`src/scm_pkg.sv`:
```
// Constants, field layouts and carrier types for the serial mode/clock block.
// Assumes one 125 MHz core clock and an 8-bit register port.
package scm_pkg;

  // ************************************************************
  // Register port
  // ************************************************************
  localparam int ADDR_W = 8;
  localparam int DATA_W = 8;

  localparam logic [7:0] OFF_FMT  = 8'h00;
  localparam logic [7:0] OFF_CTL  = 8'h04;
  localparam logic [7:0] OFF_DIV  = 8'h08;
  localparam logic [7:0] OFF_TXD  = 8'h0C;
  localparam logic [7:0] OFF_RXD  = 8'h10;
  localparam logic [7:0] OFF_STAT = 8'h14;
  localparam logic [7:0] OFF_CLR  = 8'h18;
  localparam logic [7:0] OFF_IEN  = 8'h1C;
  localparam logic [7:0] OFF_LIVE = 8'h20;

  localparam logic [7:0] REG_RST  = 8'h00;

  // ************************************************************
  // Frame timing
  // ************************************************************
  localparam logic [3:0] PH_SAMPLE  = 4'h7;
  localparam logic [3:0] PH_LAST    = 4'hF;
  localparam logic [3:0] DATA_MAX   = 4'h8;
  localparam logic [3:0] DATA_SHORT = 4'h7;
  localparam logic [3:0] FRAME_BITS = 4'hC;
  localparam logic [3:0] SYNC_LAST  = 4'h7;
  localparam logic [2:0] HALF_LAST  = 3'h7;
  localparam logic [3:0] ONE4       = 4'h1;
  localparam logic [7:0] MASK7      = 8'h7F;
  localparam logic [7:0] MASK8      = 8'hFF;

  // ************************************************************
  // Carrier types
  // ************************************************************
  typedef struct packed {
    logic       mode;
    logic       chr;
    logic       pe;
    logic       odd;
    logic       stop;
    logic       mp;
    logic [1:0] rsv;
  } scm_fmt_t;

  typedef struct packed {
    logic       rsv7;
    logic       mpb_tx;
    logic       txen;
    logic       rxen;
    logic [1:0] rsv;
    logic       cke_hi;
    logic       cke_lo;
  } scm_ctl_t;

  typedef struct packed {
    logic [1:0] rsv;
    logic       brk;
    logic       perr;
    logic       ferr;
    logic       ovr;
    logic       tx_done;
    logic       rx_ready;
  } scm_evt_t;

  typedef struct packed {
    logic [11:0] bits;
    logic [3:0]  len;
  } scm_frame_t;

  typedef struct packed {
    logic [7:0] data;
    logic       multiproc_frame_bit;
    logic       perr;
    logic       ferr;
    logic       brk;
  } scm_rx_res_t;

  typedef enum logic [1:0] {
    RX_IDLE  = 2'h0,
    RX_START = 2'h1,
    RX_DATA  = 2'h2
  } scm_rx_state_t;

endpackage

```
`src/scm_serial.sv`:
```
// Serial interface with mode, frame-format and clock-source selection.
// Assumes a same-clock register master; rxd and sck arrive from pins.
//
// Behaviour
// - Format bit 7 selects asynchronous (0) or clock synchronous (1) mode.
// - Asynchronous bit 6 selects 8 data bits (0) or 7 (1).
// - Bit 5 adds a parity bit after data when multiprocessor format is off.
// - Asynchronous bit 3 selects one (0) or two (1) stop bits.
// - Bit 2 adds a multiprocessor bit instead of parity; parity enable ignored.
// - Asynchronous receive flags framing, parity, overrun and break.
// - Async, clock selects 00: baud generator clock, serial clock pin unused.
// - Async, selects 01: baud generator clock, bit-rate clock driven out.
// - Async, upper select 1: serial clock pin input clocks, generator bypassed.
// - Synchronous mode: exactly 8 data bits, no parity, multiprocessor or stop.
// - Synchronous receive flags only overrun.
// - Sync, upper select 0: generator clock driven out on serial clock pin.
// - Sync, upper select 1: far side supplies clock; generator unused.
// - Serial clock pin role applies only when pin routing assigns it.
// - Async frame: low start, data LSB first, option bit, high stops.
// - Receiver syncs on start falling edge, samples on eighth of sixteen ticks.
//
// Decided for this implementation: the placing of the registers and the plain strobed port.
`timescale 1ns/1ps
module scm_serial (
  input  wire logic                        core_clk,
  input  wire logic                        rst_b,
  input  wire logic [scm_pkg::ADDR_W-1:0]  addr,
  input  wire logic [scm_pkg::DATA_W-1:0]  wdata,
  input  wire logic                        wr_stb,
  input  wire logic                        rd_stb,
  output logic      [scm_pkg::DATA_W-1:0]  rdata,
  input  wire logic                        rxd,
  output logic                             txd,
  input  wire logic                        sck_i,
  output logic                             sck_o,
  output logic                             sck_oe,
  input  wire logic                        sck_routed,
  output logic                             irq
);
  import scm_pkg::*;

  // ************************************************************
  // Format helpers
  // ************************************************************
  function automatic logic [3:0] data_bits(scm_fmt_t f);
    data_bits = (f.chr & ~f.mode) ? DATA_SHORT : DATA_MAX;
  endfunction

  function automatic logic [7:0] dmask(logic [3:0] nd);
    dmask = (nd == DATA_SHORT) ? MASK7 : MASK8;
  endfunction

  // Bits after the start bit up to and including the first stop bit
  function automatic logic [3:0] rx_bits(scm_fmt_t f);
    if (f.mode)
      rx_bits = DATA_MAX;
    else
      rx_bits = data_bits(f) + {3'h0, f.pe | f.mp} + ONE4;
  endfunction

  function automatic scm_frame_t make_frame(scm_fmt_t f, logic [7:0] d, logic multiproc_frame_bit);
    scm_frame_t r;
    logic [3:0] nd;
    logic [3:0] p;
    nd     = data_bits(f);
    r.bits = '1;
    r.len  = DATA_MAX;
    p      = nd + ONE4;
    if (f.mode) begin
      r.bits = {4'hF, d};
    end else begin
      r.bits[0] = 1'h0;
      for (int i = 0; i < 8; i++) begin
        if (4'(i) < nd) begin
          r.bits[i + 1] = d[i];
        end
      end
      if (f.mp)
        r.bits[p] = multiproc_frame_bit;
      else if (f.pe)
        r.bits[p] = (^(d & dmask(nd))) ^ f.odd;
      r.len = rx_bits(f) + ONE4 + {3'h0, f.stop};
    end
    return r;
  endfunction

  function automatic scm_rx_res_t decode_rx(scm_fmt_t f, logic [11:0] sh);
    scm_rx_res_t r;
    logic [3:0]  n;
    logic [3:0]  nd;
    logic [11:0] w;
    logic        opt;
    logic        stp;
    n      = rx_bits(f);
    nd     = data_bits(f);
    w      = sh >> (FRAME_BITS - n);
    opt    = w[nd];
    stp    = w[n - ONE4];
    r.data = w[7:0] & dmask(nd);
    r.multiproc_frame_bit  = ~f.mode & f.mp & opt;
    r.perr = ~f.mode & ~f.mp & f.pe & ((^r.data ^ f.odd) != opt);
    r.ferr = ~f.mode & ~stp;
    r.brk  = ~f.mode & (w == 12'h000);
    return r;
  endfunction

  // ************************************************************
  // Registers and state
  // ************************************************************
  scm_fmt_t      fmt;
  scm_ctl_t      ctl;
  scm_evt_t      stat;
  scm_evt_t      ien;
  scm_rx_state_t rx_st;
  logic [7:0]    div;
  logic [7:0]    div_cnt;
  logic [7:0]    tx_data;
  logic [7:0]    rx_data;
  logic          tx_full;
  logic          rx_full;
  logic          rx_mpb;
  logic          rxd_s1;
  logic          rxd_s2;
  logic          rxd_s3;
  logic          sck_s1;
  logic          sck_s2;
  logic          sck_s3;
  logic [3:0]    tx_ph;
  logic [3:0]    tx_left;
  logic [11:0]   tx_sh;
  logic          sy_busy;
  logic          sy_tx;
  logic [3:0]    sy_cnt;
  logic [2:0]    hc;
  logic          sck_q;
  logic [3:0]    rx_ph;
  logic [3:0]    rx_cnt;
  logic [11:0]   rx_sh;
  logic          rx_done_q;

  // ************************************************************
  // Decode and clock selection
  // ************************************************************
  wire         wr_fmt   = wr_stb & (addr == OFF_FMT);
  wire         wr_ctl   = wr_stb & (addr == OFF_CTL);
  wire         wr_div   = wr_stb & (addr == OFF_DIV);
  wire         wr_tx    = wr_stb & (addr == OFF_TXD);
  wire         wr_clr   = wr_stb & (addr == OFF_CLR);
  wire         wr_ien   = wr_stb & (addr == OFF_IEN);
  wire         rd_rx    = rd_stb & (addr == OFF_RXD);

  wire         brg_tick = (div_cnt == div);
  // Pin edges count only while routing hands the pin to this block
  wire         ext_rise = sck_routed & sck_s2 & ~sck_s3;
  wire         ext_fall = sck_routed & ~sck_s2 & sck_s3;
  wire         tick16   = ctl.cke_hi ? ext_rise : brg_tick;

  wire         bit_edge = ~fmt.mode & tick16 & (tx_ph == PH_LAST);
  wire         sy_tog   = sy_busy & ~ctl.cke_hi & brg_tick & (hc == HALF_LAST);
  wire         s_rise   = sy_busy & (ctl.cke_hi ? ext_rise : sy_tog & ~sck_q);
  wire         s_fall   = sy_busy & (ctl.cke_hi ? ext_fall : sy_tog & sck_q);
  wire         tx_go    = tx_full & ctl.txen;
  wire         sy_start = fmt.mode & ~sy_busy & (tx_go | ctl.rxen);
  wire         sy_end   = s_rise & (sy_cnt == SYNC_LAST);

  wire         a_load   = bit_edge & (tx_left == 4'h0) & tx_go;
  wire         tx_load  = fmt.mode ? (sy_start & tx_go) : a_load;
  wire         tx_done  = fmt.mode ? (sy_end & sy_tx) : (bit_edge & (tx_left == ONE4));

  wire [3:0]   rx_n     = rx_bits(fmt);
  wire         rx_samp  = tick16 & (rx_ph == PH_SAMPLE);
  wire         rxd_fall = ~rxd_s2 & rxd_s3;
  wire         a_done   = (rx_st == RX_DATA) & rx_samp & ((rx_cnt + ONE4) == rx_n);
  wire         rx_done  = fmt.mode ? (sy_end & ctl.rxen) : a_done;

  wire scm_frame_t  frame = make_frame(fmt, tx_data, ctl.mpb_tx);
  wire scm_rx_res_t res   = decode_rx(fmt, rx_sh);

  // A second character arriving before the first is read is dropped
  wire         ovr_ev   = rx_done_q & rx_full;
  wire scm_evt_t set_ev = '{rsv: 2'h0,
                            brk: rx_done_q & res.brk,
                            perr: rx_done_q & res.perr,
                            ferr: rx_done_q & res.ferr,
                            ovr: ovr_ev,
                            tx_done: tx_done,
                            rx_ready: rx_done_q & ~rx_full};
  wire [7:0]   live     = {4'h0, sy_busy, tx_left != 4'h0, rx_mpb, rx_full};
  wire [7:0]   rd_mux   = (addr == OFF_FMT)  ? fmt :
                          (addr == OFF_CTL)  ? ctl :
                          (addr == OFF_DIV)  ? div :
                          (addr == OFF_TXD)  ? tx_data :
                          (addr == OFF_RXD)  ? rx_data :
                          (addr == OFF_STAT) ? stat :
                          (addr == OFF_IEN)  ? ien :
                          (addr == OFF_LIVE) ? live :
                          REG_RST;

  // Idle high on the async line is held by the all-ones fill of tx_sh
  assign txd    = tx_sh[0];
  assign sck_o  = fmt.mode ? sck_q : tx_ph[3];
  assign sck_oe = sck_routed & ~ctl.cke_hi & (fmt.mode | ctl.cke_lo);
  assign irq    = |(stat & ien);

  // ************************************************************
  // Register port and flags
  // ************************************************************
  always_ff @(posedge core_clk) begin
    if (!rst_b) begin
      fmt     <= REG_RST;
      ctl     <= REG_RST;
      div     <= REG_RST;
      ien     <= REG_RST;
      stat    <= REG_RST;
      tx_data <= REG_RST;
      rdata   <= REG_RST;
    end else begin
      if (wr_fmt) fmt <= wdata;
      if (wr_ctl) ctl <= wdata;
      if (wr_div) div <= wdata;
      if (wr_ien) ien <= wdata;
      if (wr_tx) tx_data <= wdata;
      stat  <= (stat & ~(wr_clr ? wdata : REG_RST)) | set_ev;
      rdata <= rd_stb ? rd_mux : REG_RST;
    end
  end

  always_ff @(posedge core_clk) begin
    if (!rst_b) begin
      tx_full   <= 1'h0;
      rx_full   <= 1'h0;
      rx_mpb    <= 1'h0;
      rx_data   <= REG_RST;
      rx_done_q <= 1'h0;
      div_cnt   <= REG_RST;
    end else begin
      tx_full   <= (tx_full & ~tx_load) | wr_tx;
      rx_full   <= (rx_full & ~rd_rx) | (rx_done_q & ~rx_full);
      rx_done_q <= rx_done;
      div_cnt   <= brg_tick ? REG_RST : div_cnt + 8'h01;
      if (rx_done_q & ~rx_full) begin
        rx_data <= res.data;
        rx_mpb  <= res.multiproc_frame_bit;
      end
    end
  end

  // ************************************************************
  // Pin synchronisers
  // ************************************************************
  always_ff @(posedge core_clk) begin
    if (!rst_b) begin
      rxd_s1 <= 1'h1;
      rxd_s2 <= 1'h1;
      rxd_s3 <= 1'h1;
      // Clock pin idles high; a low start would fake a rising edge
      sck_s1 <= 1'h1;
      sck_s2 <= 1'h1;
      sck_s3 <= 1'h1;
    end else begin
      rxd_s1 <= rxd;
      rxd_s2 <= rxd_s1;
      rxd_s3 <= rxd_s2;
      sck_s1 <= sck_i;
      sck_s2 <= sck_s1;
      sck_s3 <= sck_s2;
    end
  end

  // ************************************************************
  // Transmit shifter and clock generation
  // ************************************************************
  // Phase runs free so the async output clock keeps going between frames
  always_ff @(posedge core_clk) begin
    if (!rst_b) begin
      tx_ph   <= 4'h0;
      tx_left <= 4'h0;
      tx_sh   <= '1;
    end else begin
      if (tick16) tx_ph <= tx_ph + ONE4;
      if (tx_load) begin
        tx_sh   <= frame.bits;
        tx_left <= fmt.mode ? 4'h0 : frame.len;
      end else if (bit_edge & (tx_left != 4'h0)) begin
        tx_sh   <= {1'h1, tx_sh[11:1]};
        tx_left <= tx_left - ONE4;
      end else if (s_fall & (sy_cnt != 4'h0)) begin
        tx_sh   <= {1'h1, tx_sh[11:1]};
      end
    end
  end

  // Synchronous transfer: eight rising edges, internal clock idles high
  always_ff @(posedge core_clk) begin
    if (!rst_b) begin
      sy_busy <= 1'h0;
      sy_tx   <= 1'h0;
      sy_cnt  <= 4'h0;
      hc      <= 3'h0;
      sck_q   <= 1'h1;
    end else begin
      if (sy_start) begin
        sy_busy <= 1'h1;
        sy_tx   <= tx_go;
        sy_cnt  <= 4'h0;
        hc      <= 3'h0;
      end else if (sy_end) begin
        sy_busy <= 1'h0;
      end else if (s_rise) begin
        sy_cnt  <= sy_cnt + ONE4;
      end
      if (sy_busy & brg_tick) hc <= hc + 3'h1;
      if (sy_tog) sck_q <= ~sck_q;
      if (~sy_busy) sck_q <= 1'h1;
    end
  end

  // ************************************************************
  // Receiver
  // ************************************************************
  always_ff @(posedge core_clk) begin
    if (!rst_b) begin
      rx_st  <= RX_IDLE;
      rx_ph  <= 4'h0;
      rx_cnt <= 4'h0;
      rx_sh  <= 12'h000;
    end else if (fmt.mode) begin
      rx_st <= RX_IDLE;
      if (s_rise & ctl.rxen) rx_sh <= {rxd_s2, rx_sh[11:1]};
    end else begin
      if (tick16) rx_ph <= rx_ph + ONE4;
      unique case (rx_st)
        RX_IDLE: begin
          if (ctl.rxen & rxd_fall) begin
            rx_st <= RX_START;
            rx_ph <= 4'h0;
          end
        end
        RX_START: begin
          // A start bit gone high by mid-bit was a glitch
          if (rx_samp) begin
            rx_st  <= rxd_s2 ? RX_IDLE : RX_DATA;
            rx_cnt <= 4'h0;
          end
        end
        RX_DATA: begin
          if (rx_samp) begin
            rx_sh  <= {rxd_s2, rx_sh[11:1]};
            rx_cnt <= rx_cnt + ONE4;
            if (a_done) rx_st <= RX_IDLE;
          end
        end
        default: rx_st <= RX_IDLE;
      endcase
    end
  end

endmodule

```
`config.mk`:
```
export PLATFORM = sky130hd
export DESIGN_NAME = scm_serial
export DESIGN_NICKNAME = d
export VERILOG_FILES = /design/src/scm_pkg.sv /design/src/scm_serial.sv
export SDC_FILE = /design/constraint.sdc
export NUM_CORES = 1
export LEC_CHECK = 0
export ABC_AREA = 1
export BUFFER_PORTS_ARGS = -buffer_cell sky130_fd_sc_hd__buf_2
export CORE_MARGIN = 4
export CORE_UTILIZATION = 49
export CTS_CLUSTER_SIZE = 16
export DETAILED_ROUTE_END_ITERATION = 6
export PLACE_DENSITY = 0.73
export SYNTH_ARGS = -nofsm -noshare
export SYNTH_HDL_FRONTEND = slang
export SYNTH_SLANG_ARGS = --single-unit
```
`constraint.sdc`:
```
create_clock -name core_clk -period 4.1 [get_ports core_clk]
set_clock_uncertainty 0.15 [all_clocks]
set_input_delay 1.23 -clock core_clk [delete_from_list [all_inputs] [get_ports core_clk]]
set_output_delay 1.23 -clock core_clk [all_outputs]
set_load 0.02 [all_outputs]
```
---- After elaboration in Yosys (flattened, before gate mapping) ----
Index checks and enable logic that the tools add are counted.
storage, ports and cells
  RAM bits ................................ 0
  latch bits .............................. 0
  register bits after elaboration ......... 134
  memories kept ........................... 0
  logic and storage cells ................. 288
  input port bits ......................... 23
  memory bits (read-only) ................. 0
operators by class
  div/mod/pow operators ................... 0
  multipliers ............................. 0
  reductions and logical operators ........ 26
  add/subtract/negate cells ............... 14
  bitwise gates (word level) .............. 83
  eq/ne operators ......................... 24
  multiplexer cells ....................... 73
  order comparisons ....................... 12
  shift-type cells ........................ 1
operators with widths
  kind                   number
  $mux W12               10
  $mux W8                9
  $and A1 B1 Y1          56
  $mux W4                12
  $and A8 B8 Y8          4
  $eq A8 B5 Y1 const B   4
  $add A4 B1 Y4 const B  7
  $mux W1                28
  $bwmux W12             2
  $eq A8 B4 Y1 const B   2
  $lt A3 B4 Y1 const A   4
  $reduce_xor A8 Y1      2
  $lt A4 B5 Y1 const B   3
  $not A1 Y1             14
  $eq A4 B3 Y1 const B   3
  $logic_not A12 Y1      1
  $reduce_bool A2 Y1     6
  $shr A12 B4 Y12        1
  $mux W2                5
  $add A4 B1 Y4          2
  $add A8 B1 Y8 const B  1
  $bmux W1 S4            2
  $eq A8 B3 Y1 const B   1
  $eq A8 B6 Y1 const B   1
  35 further kinds       53

---- Longest topological paths before layout ----
Gate-level depths: netlist of run 1.
  depth after elaboration ................. 15
  depth in mapped cells ................... 23
  depth with buffers taken out ............ 20

---- Least setup slack after synthesis of run 1 ----
No wires, ideal clock.
  path kind ............................... flip-flop to flip-flop
  start point ............................. register fmt[7] in the netlist's numbering
  end point ............................... register stat[4] in the netlist's numbering
  stages on the path, launching flop included .. 23
  path buffers ............................ 5
  period minus slack after synthesis ...... 3.652 ns
  path slack .............................. 0.448 ns
  arrival ................................. 3.435 ns
  library setup time ...................... 0.067 ns
  cell sequence ........................... dfxtp_1 > buf_6 > inv_4 > buf_6 > nand2_4 > ha_1 > nand2_4 > buf_2 > ha_1 > buf_2 > clkinv_1 > clkbuf_1 > nand3_1 > nand3_1 > nand2_1 > inv_1 > ha_1 > xor2_1 > xor2_1 > nand3_1 > nand2_1 > nand2_1 > a21oi_2
between the ends
  cells in the longest elaborated chain, start to end .. 15
  elaborated cells on any way between the ends .. 21
  classes of those cells .................. add/sub (3); eq/ne (2); shift (1); mux (5); bitwise (9); reduce/logical (1)
ends and longest elaborated chain
  item                                                                    RTL line           text
  start, declared                                                         scm_serial.sv:110  scm_fmt_t fmt;
  start signal, assigned                                                  scm_serial.sv:218  if (wr_fmt) fmt <= wdata;
  parallel branches: the longest is 12 deep, another holds $add A4 B1 Y4  n/a
  $and A1 B1 Y1 (*)                                                       scm_serial.sv:101  r.perr = ~f.mode & ~f.mp & f.pe & ((^r.data ^ f.odd) != opt);
  $and A1 B1 Y1 (*)                                                       scm_serial.sv:183  perr: rx_done_q & res.perr,
  $or A8 B6 Y8 (*)                                                        scm_serial.sv:223  stat <= (stat & ~(wr_clr ? wdata : REG_RST)) | set_ev;
  end signal, assigned                                                    scm_serial.sv:223
  end, declared                                                           scm_serial.sv:112  scm_evt_t stat;
Every way passes the cells marked *. The select of a mux whose other input is x is not followed.
A chain may end at the register's enable or synchronous reset.

---- Final worst setup path of run 1 ----
  start point ............................. register fmt[6] in the netlist's numbering
  end point ............................... register stat[4] in the netlist's numbering
between the ends
  cells in the longest elaborated chain, start to end .. 14
  elaborated cells on any way between the ends .. 18
  classes of those cells .................. add/sub (3); eq/ne (2); shift (1); mux (5); bitwise (6); reduce/logical (1)
ends and longest elaborated chain
  item                                                                   RTL line           text
  $and A1 B1 Y1 (*)                                                      scm_serial.sv:46   data_bits = (f.chr & ~f.mode) ? DATA_SHORT : DATA_MAX;
  $mux W4 (*)                                                            scm_serial.sv:46
  parallel branches: the longest is 8 deep, another holds $add A4 B1 Y4  n/a
  $ne A1 B1 Y1 (*)                                                       scm_serial.sv:101
  $and A1 B1 Y1 (*)                                                      scm_serial.sv:101
  $and A1 B1 Y1 (*)                                                      scm_serial.sv:183
  $or A8 B6 Y8 (*)                                                       scm_serial.sv:223
Marks and branches as above.

==> metrics.yaml, run 1 <==
cells_and_area:
  drive_above_1_share: 0.103
  mostFrequentLayoutCell: "nand2_1"
  fin_nets: 1163
  fillers: 1379
  multi_input_area_sq_um: 3980
  seqCellArea_sq_um: 2640
  layout_common_cells: "nand2_1, inv_1, dfxtp_1, nand3_1, a21oi_1"
  antennaDiodeCount: 0
  area_delta_synth_final_pct: 11.1
global_route:
  grt_pass1_wl_microns: 32000
  antenna_found_initial: 0
  grt_max_degree: 42
  grt_usage: 0.237
  grt_overflow_total: 0
  grt_pass1_vias: 6399
sta:
  max_freq_ghz: 0.262
  whs_ns: 0.261
  hold_violations: 0
  layout_min_cycle_time_ns: 3.82
  relSlewSlack: 0.277
  setup-violations-final: 0
  worst_pin_slew_ns: 1.08
  period_share: 0.931
  drv_slew: 0
  rsz0062_at_grt: "no"
  setup_tns_ns: 0
setup_path:
  crit_fanout: 17
  r2r_slack_ns: 0.28
  crit_type: "reg -> reg"
  end_kind: "flip-flop"
  crit_path_start_kind: "flip-flop"
  arrival_ns: 3.93
  required_ns: 4.22
drt:
  drt-total-wl_microns: 20000
  vias: 7229
  remaining_drc_errors: 0
  dr.pass1.iters: 6
  wl_per_cell_microns: 15.1
  vias_per_cell: 5.48
  drt_iter0_drc: 665
  postRouteAntennaNets: 0
clock_network:
  clock_path_buffers: 2
  ctsHtreeMaxLevel: 4
  root_buffer: "clkbuf_16"
  numCtsBuffers: 17
  insertion_delay_ns: 0.43
  cts_tree: "yes"
  hold_buffers: 0
  clock_sinks: 132
  post_cts_buffers: 0
  clkTransAtPathRegs_ns: 0.06
logic_synthesis:
  yosys_warnings: 0
  ys_seq_elements: 132
  synthMuxAreaShare: 0
  synth.distinct_cells: 47
  synth_compound_area_frac: 0.160
  netlist_instances: 1102
  synth_edf_count: 0
  yosys.area_share.simple: 0.323
  synthesis.area_sq_um: 7400
  syn-num-nets: 1143
  async_flop_share: 0
  synth_top_family_by_area: "simple AND/OR/NAND/NOR gates"
  avgSynthCellArea_sq_um: 6.71
  synth_xor_area_frac: 0.0249
  synth.yosys.seq_area_share: 0.357
  synth_fa_ha_area_frac: 0.0304
  synth_flop_cell: "dfxtp_1"
die:
  initial_core_util: 0.505
  fp.dieH_microns: 131
  ios: 35
  fp.coreArea_sq_um: 14600
  fp-row-count: 44
  die_x_microns: 131
  dieArea_sq_um: 17100
place:
  place.gp.congestion: 0.986
  dp_hpwl_microns: 14400
  io_buffer_count: 34
pwr:
  vdd_drop_max_uv: 307
  leakage_uw: 0.00378
  power_density_nw_per_um2: 357
run:
  cap_viol_max_count: 0
status:
  status: "finished, final reports clean"
worst_hold_path:
  hold_path.class: "reg -> reg"
[Yosys cell counts (all sizes together) (2+ instances only)]
master	instances	area [sq um]
a21oi	102	522
buf	22	160
o21ai	91	455
xor2	11	96.3
a211oi	4	35.0
clkbuf	20	75.1
dfxtp	132	2640
o22ai	3	18.8
nor2	98	412
o211ai	6	50.1
and3	2	12.5
or2	6	37.5
a221oi	4	35.0
nor3	12	60.1
nor4	2	12.5
inv	142	536
nor3b	3	22.5
nand2	265	1040
nand3	109	591
ha	18	225
xnor2	10	87.6
a31oi	4	25.0
nand4	27	175
nand3b	3	22.5
[cell type report]
class | count | area share
flip-flops and latches | 132 | 0.322
clock inverters | 15 | 0.0193
repair buffers | 43 | 0.0289
inverters | 143 | 0.0661
well taps | 184 | 0.0280
clock buffers | 17 | 0.0518
multi-input cells | 785 | 0.484
[registers in the layout, indices dropped and copies added, names as in the netlist, 2 cells and up]
register  flops
tx_sh        10
hc            3
div           8
tx_data       8
fmt           8
sy_cnt        4
rx_sh        12
rdata         8
rx_st         2
div_cnt       8
ien           8
stat          8
rx_cnt        4
tx_left       4
rx_data       8
tx_ph         4
ctl           8
rx_ph         4
[worst max-delay path: stages, from the launching register on]
cell and delay, ns:
dfxtp_1 0.42, nand2_4 0.14, ha_1 0.43, nand2_4 0.11, ha_1 0.41, clkinvlp_4 0.41, nand3_1 0.22, o211ai_2 0.13
ha_1 0.31, xnor2_1 0.29, inv_1 0.12, nand2_1 0.11, nand3_1 0.11, nand3_1 0.11, nand2_1 0.05, nand2_1 0.06
a21oi_2 0.05
[metrics by stage]
stage | instances | setup WS, ns | power (uW) | area [sq um] | util
global placement | 1287 | 0.524 | 1440 | 7630 | 0.521
CTS | 1319 | 0.293 | 2950 | 8210 | 0.561
floorplan | 1102 | 0.448 | 1400 | 7400 | -
global route | 1319 | 0.0390 | 3020 | 8220 | 0.561
detailed placement | 1287 | 0.314 | 1440 | 7630 | 0.521
finish | 1319 | 0.284 | 2930 | 8220 | 0.561
[routing by layer]
layer	wire length, microns	vias to the layer above	GRT usage
met5	0	-	0
met4	356	0	0.0635
met3	1640	32	0.0622
met2	8960	265	0.365
met1	9020	3273	0.331
li1	-	3659	-
[logic make-up (layout without fill, tap and decap cells)]
group,Yosys count,in the layout
fa+ha+maj,18,18
xor+xnor,21,21
simple gates,527,527
compound gates,219,219
flops,132,132
buf+inv,185,218
[final timing paths]
| kind | to | from | depth (start not counted) |
|---|---|---|---|
| setup / recovery | stat[4] | fmt[6] | 16 |
| hold / removal | rxd_s2 | rxd_s1 | 1 |
| setup reg to reg | stat[4] | fmt[6] | 16 |
| hold reg to reg | rxd_s2 | rxd_s1 | 1 |
[report_power, final]
part	switching, uW	internal, uW	total (uW)	leakage, uW
Sequential	8.32	1290	1300	0.00107
Combinational	78.6	35.3	114	0.00244
Clock	618	898	1520	0.000273
[timing repair]
action,4_1_cts,5_1_grt
endpoints found under the setup margin,0,1
gates resized for setup,0,1
hold endpoints to repair,0,0
No activity file was read; power rests on OpenSTA's default activity.
==> run 2: changes to the inputs <==
--- a/config.mk
+++ b/config.mk
@@ -9,9 +9,10 @@
 export BUFFER_PORTS_ARGS = -buffer_cell sky130_fd_sc_hd__buf_2
 export CORE_MARGIN = 4
 export CORE_UTILIZATION = 49
+export CTS_CLUSTER_DIAMETER = 40
 export CTS_CLUSTER_SIZE = 16
 export DETAILED_ROUTE_END_ITERATION = 6
-export PLACE_DENSITY = 0.73
+export PLACE_DENSITY = 0.76
 export SYNTH_ARGS = -nofsm -noshare
 export SYNTH_HDL_FRONTEND = slang
 export SYNTH_SLANG_ARGS = --single-unit
==> constraint.sdc (replaced) <==
create_clock -name core_clk -period 3.74 [get_ports core_clk]
set_clock_uncertainty 0.15 [all_clocks]
set_input_delay 1.122 -clock core_clk [delete_from_list [all_inputs] [get_ports core_clk]]
set_output_delay 1.122 -clock core_clk [all_outputs]
set_load 0.02 [all_outputs]
==> run 2 against run 1 <==
Net effect: setup slack improved by 0.099 ns; sequential power rose by 10%; combinational power grew 9%; final cell count up 0.53%; sequential share of layout area shrank 0.15 points; utilization is 0.26 points higher; worst hold slack improved by 0.0037 ns; critical path type unchanged; critical endpoint unchanged.
==> metrics.yaml, run 2 (same netlist as run 1, synthesis figures left out) <==
die:
  fp-row-count: 44  # unchanged
  die_x_microns: 131  # unchanged
  ios: 35  # unchanged
  dieArea_sq_um: 17100  # unchanged
  fp.coreArea_sq_um: 14600  # unchanged
  fp.dieH_microns: 131  # unchanged
  initial_core_util: 0.505  # unchanged
setup_path:
  r2r_slack_ns: 0.38  # +0.10 ns
  arrival_ns: 3.52  # -0.41 ns
  crit_slowest_cell: "dfxtp_1"
  crit_type: "reg -> reg"
  crit_path_start_kind: "flip-flop"
  end_kind: "flip-flop"
  cpPeakStageDelay_ns: 0.43  # about the same
  required_ns: 3.91  # -0.31 ns
  crit_fanout: 17  # unchanged
  path_cells: "nand2_4, ha_1, nand2_4, ha_1, clkinvlp_4, nand3_1, o211ai_2, ha_1, xnor2_1, inv_1, nand4_1, nand3_1, nand3_1, nand2_1, nand2_1, a21oi_2"
global_route:
  grt_max_degree: 48  # +14%
  grt_pass1_vias: 6511  # +1.8%
  grt_pass1_wl_microns: 32500  # +1.6%
  grt_overflow_total: 0  # unchanged
  antenna_found_initial: 0  # unchanged
  grt_usage: 0.240  # +0.00312
cells_and_area:
  fin_nets: 1170  # +0.60%
  antennaDiodeCount: 0  # unchanged
  design_area_sq_um: 8260  # +0.46%
  mostFrequentLayoutCell: "nand2_1"
  area_delta_synth_final_pct: 11.6
  regMostFlops: "rx_sh"
  utilization: 0.564  # +0.00256
  largest_registers: "rx_sh: 12 flops, tx_sh: 10 flops"
  drive_above_1_share: 0.109  # +0.00550
  layout_common_cells: "nand2_1, inv_1, dfxtp_1, nand3_1, a21oi_1"
  largest_register_ffs: 12  # unchanged
sta:
  layout_min_cycle_time_ns: 3.36  # -0.459 ns
  setup_tns_ns: 0  # unchanged
  period_share: 0.898  # -0.0332
  finalWorstSetupSlack_ns: 0.383  # +0.0994 ns
  drv_slew: 0  # unchanged
  setup-violations-final: 0  # unchanged
  worst_pin_slew_ns: 1.13  # +0.0498 ns
  whs_ns: 0.265  # +0.00367 ns
  max_freq_ghz: 0.298  # +14%
  relSlewSlack: 0.243  # -0.0334
  rsz0062_at_grt: "no"
  hold_violations: 0  # unchanged
drt:
  remaining_drc_errors: 0  # unchanged
  vias: 7207  # -0.30%
  drt_iter0_drc: 635  # -4.5%
  vias_per_cell: 5.44  # -0.83%
  drt-total-wl_microns: 19700  # -1.3%
  dr.pass1.iters: 6  # unchanged
  postRouteAntennaNets: 0  # unchanged
  wl_per_cell_microns: 14.9  # -1.8%
status:
  status: "finished, final reports clean"
place:
  dp_hpwl_microns: 14300  # -0.30%
  io_buffer_count: 34  # unchanged
  post_dp_cell_area_sq_um: 7680  # +0.69%
  place.gp.congestion: 0.997  # +1.1%
  place_ws_ns: 0.396  # +0.0827 ns
clock_network:
  clkTransAtPathRegs_ns: 0.06  # about the same
  cts_tree: "yes"
  numCtsBuffers: 17  # unchanged
  root_buffer: "clkbuf_16"
  insertion_delay_ns: 0.43  # about the same
  ctsHtreeMaxLevel: 4  # unchanged
  clock_sinks: 132  # unchanged
  post_cts_buffers: 0  # unchanged
  clock_path_buffers: 2  # unchanged
pwr:
  vdd_drop_max_uv: 375  # +22%
  power_density_nw_per_um2: 385  # +8.0%
  leakage_uw: 0.00381  # +0.93%
run:
  cap_viol_max_count: 0  # unchanged
worst_hold_path:
  hold_path.class: "reg -> reg"
## run 2: repair_timing
action / CTS / global route
hold buffers: 0 / 0
gates resized for setup: 0 / 1
endpoints found under the setup margin: 0 / 1
## run 2: per-layer routing
layer  wire, microns  vias up  GRT usage
met2            8820      239      0.370
met1            9140     3259      0.340
met4             340        0     0.0720
li1                -     3675          -
met5               0        -          0
met3            1400       34     0.0504
## run 2: final timing paths
kind / startpoint / to / cells after the start
worst max-delay path: fmt[6] / stat[4] / 16
worst min-delay path: rxd_s1 / rxd_s2 / 1
worst max register to register: fmt[6] / stat[4] / 16
worst min register to register: rxd_s1 / rxd_s2 / 1
## run 2: layout make-up
class / count / area [sq um]
well taps: 184 / 230
flip-flops and latches: 132 / 2640
fillers: 1405 / 6390
repair buffers: 50 / 290
inverters: 143 / 543
multi-input cells: 785 / 3980
clock inverters: 15 / 144
clock buffers: 17 / 425
## run 2: critical path: cells and delay by family (launching register included)
| family | cells | cell delay, ns |
|---|---|---|
| XOR/XNOR | 1 | 0.26 |
| adder cells (fa/ha/maj) | 3 | 0.95 |
| AND/OR/NAND/NOR | 8 | 0.85 |
| flip-flops | 1 | 0.43 |
| buffers and inverters | 2 | 0.40 |
| AO/OA/AOI/OAI | 2 | 0.18 |
## run 2: stage by stage
step | power, uW | cells
CTS | 3200 | 1326
floorplan | 1530 | 1102
global route | 3280 | 1326
detailed placement | 1580 | 1294
finish | 3180 | 1326
global placement | 1580 | 1294
## run 2: power by group
group	total, uW	internal (uW)	switching, uW	leakage, uW
clock network	1630	929	701	0.000273
registers	1430	1420	8.91	0.00107
logic	124	39.6	84.9	0.00248
total	3180	2390	795	0.00381
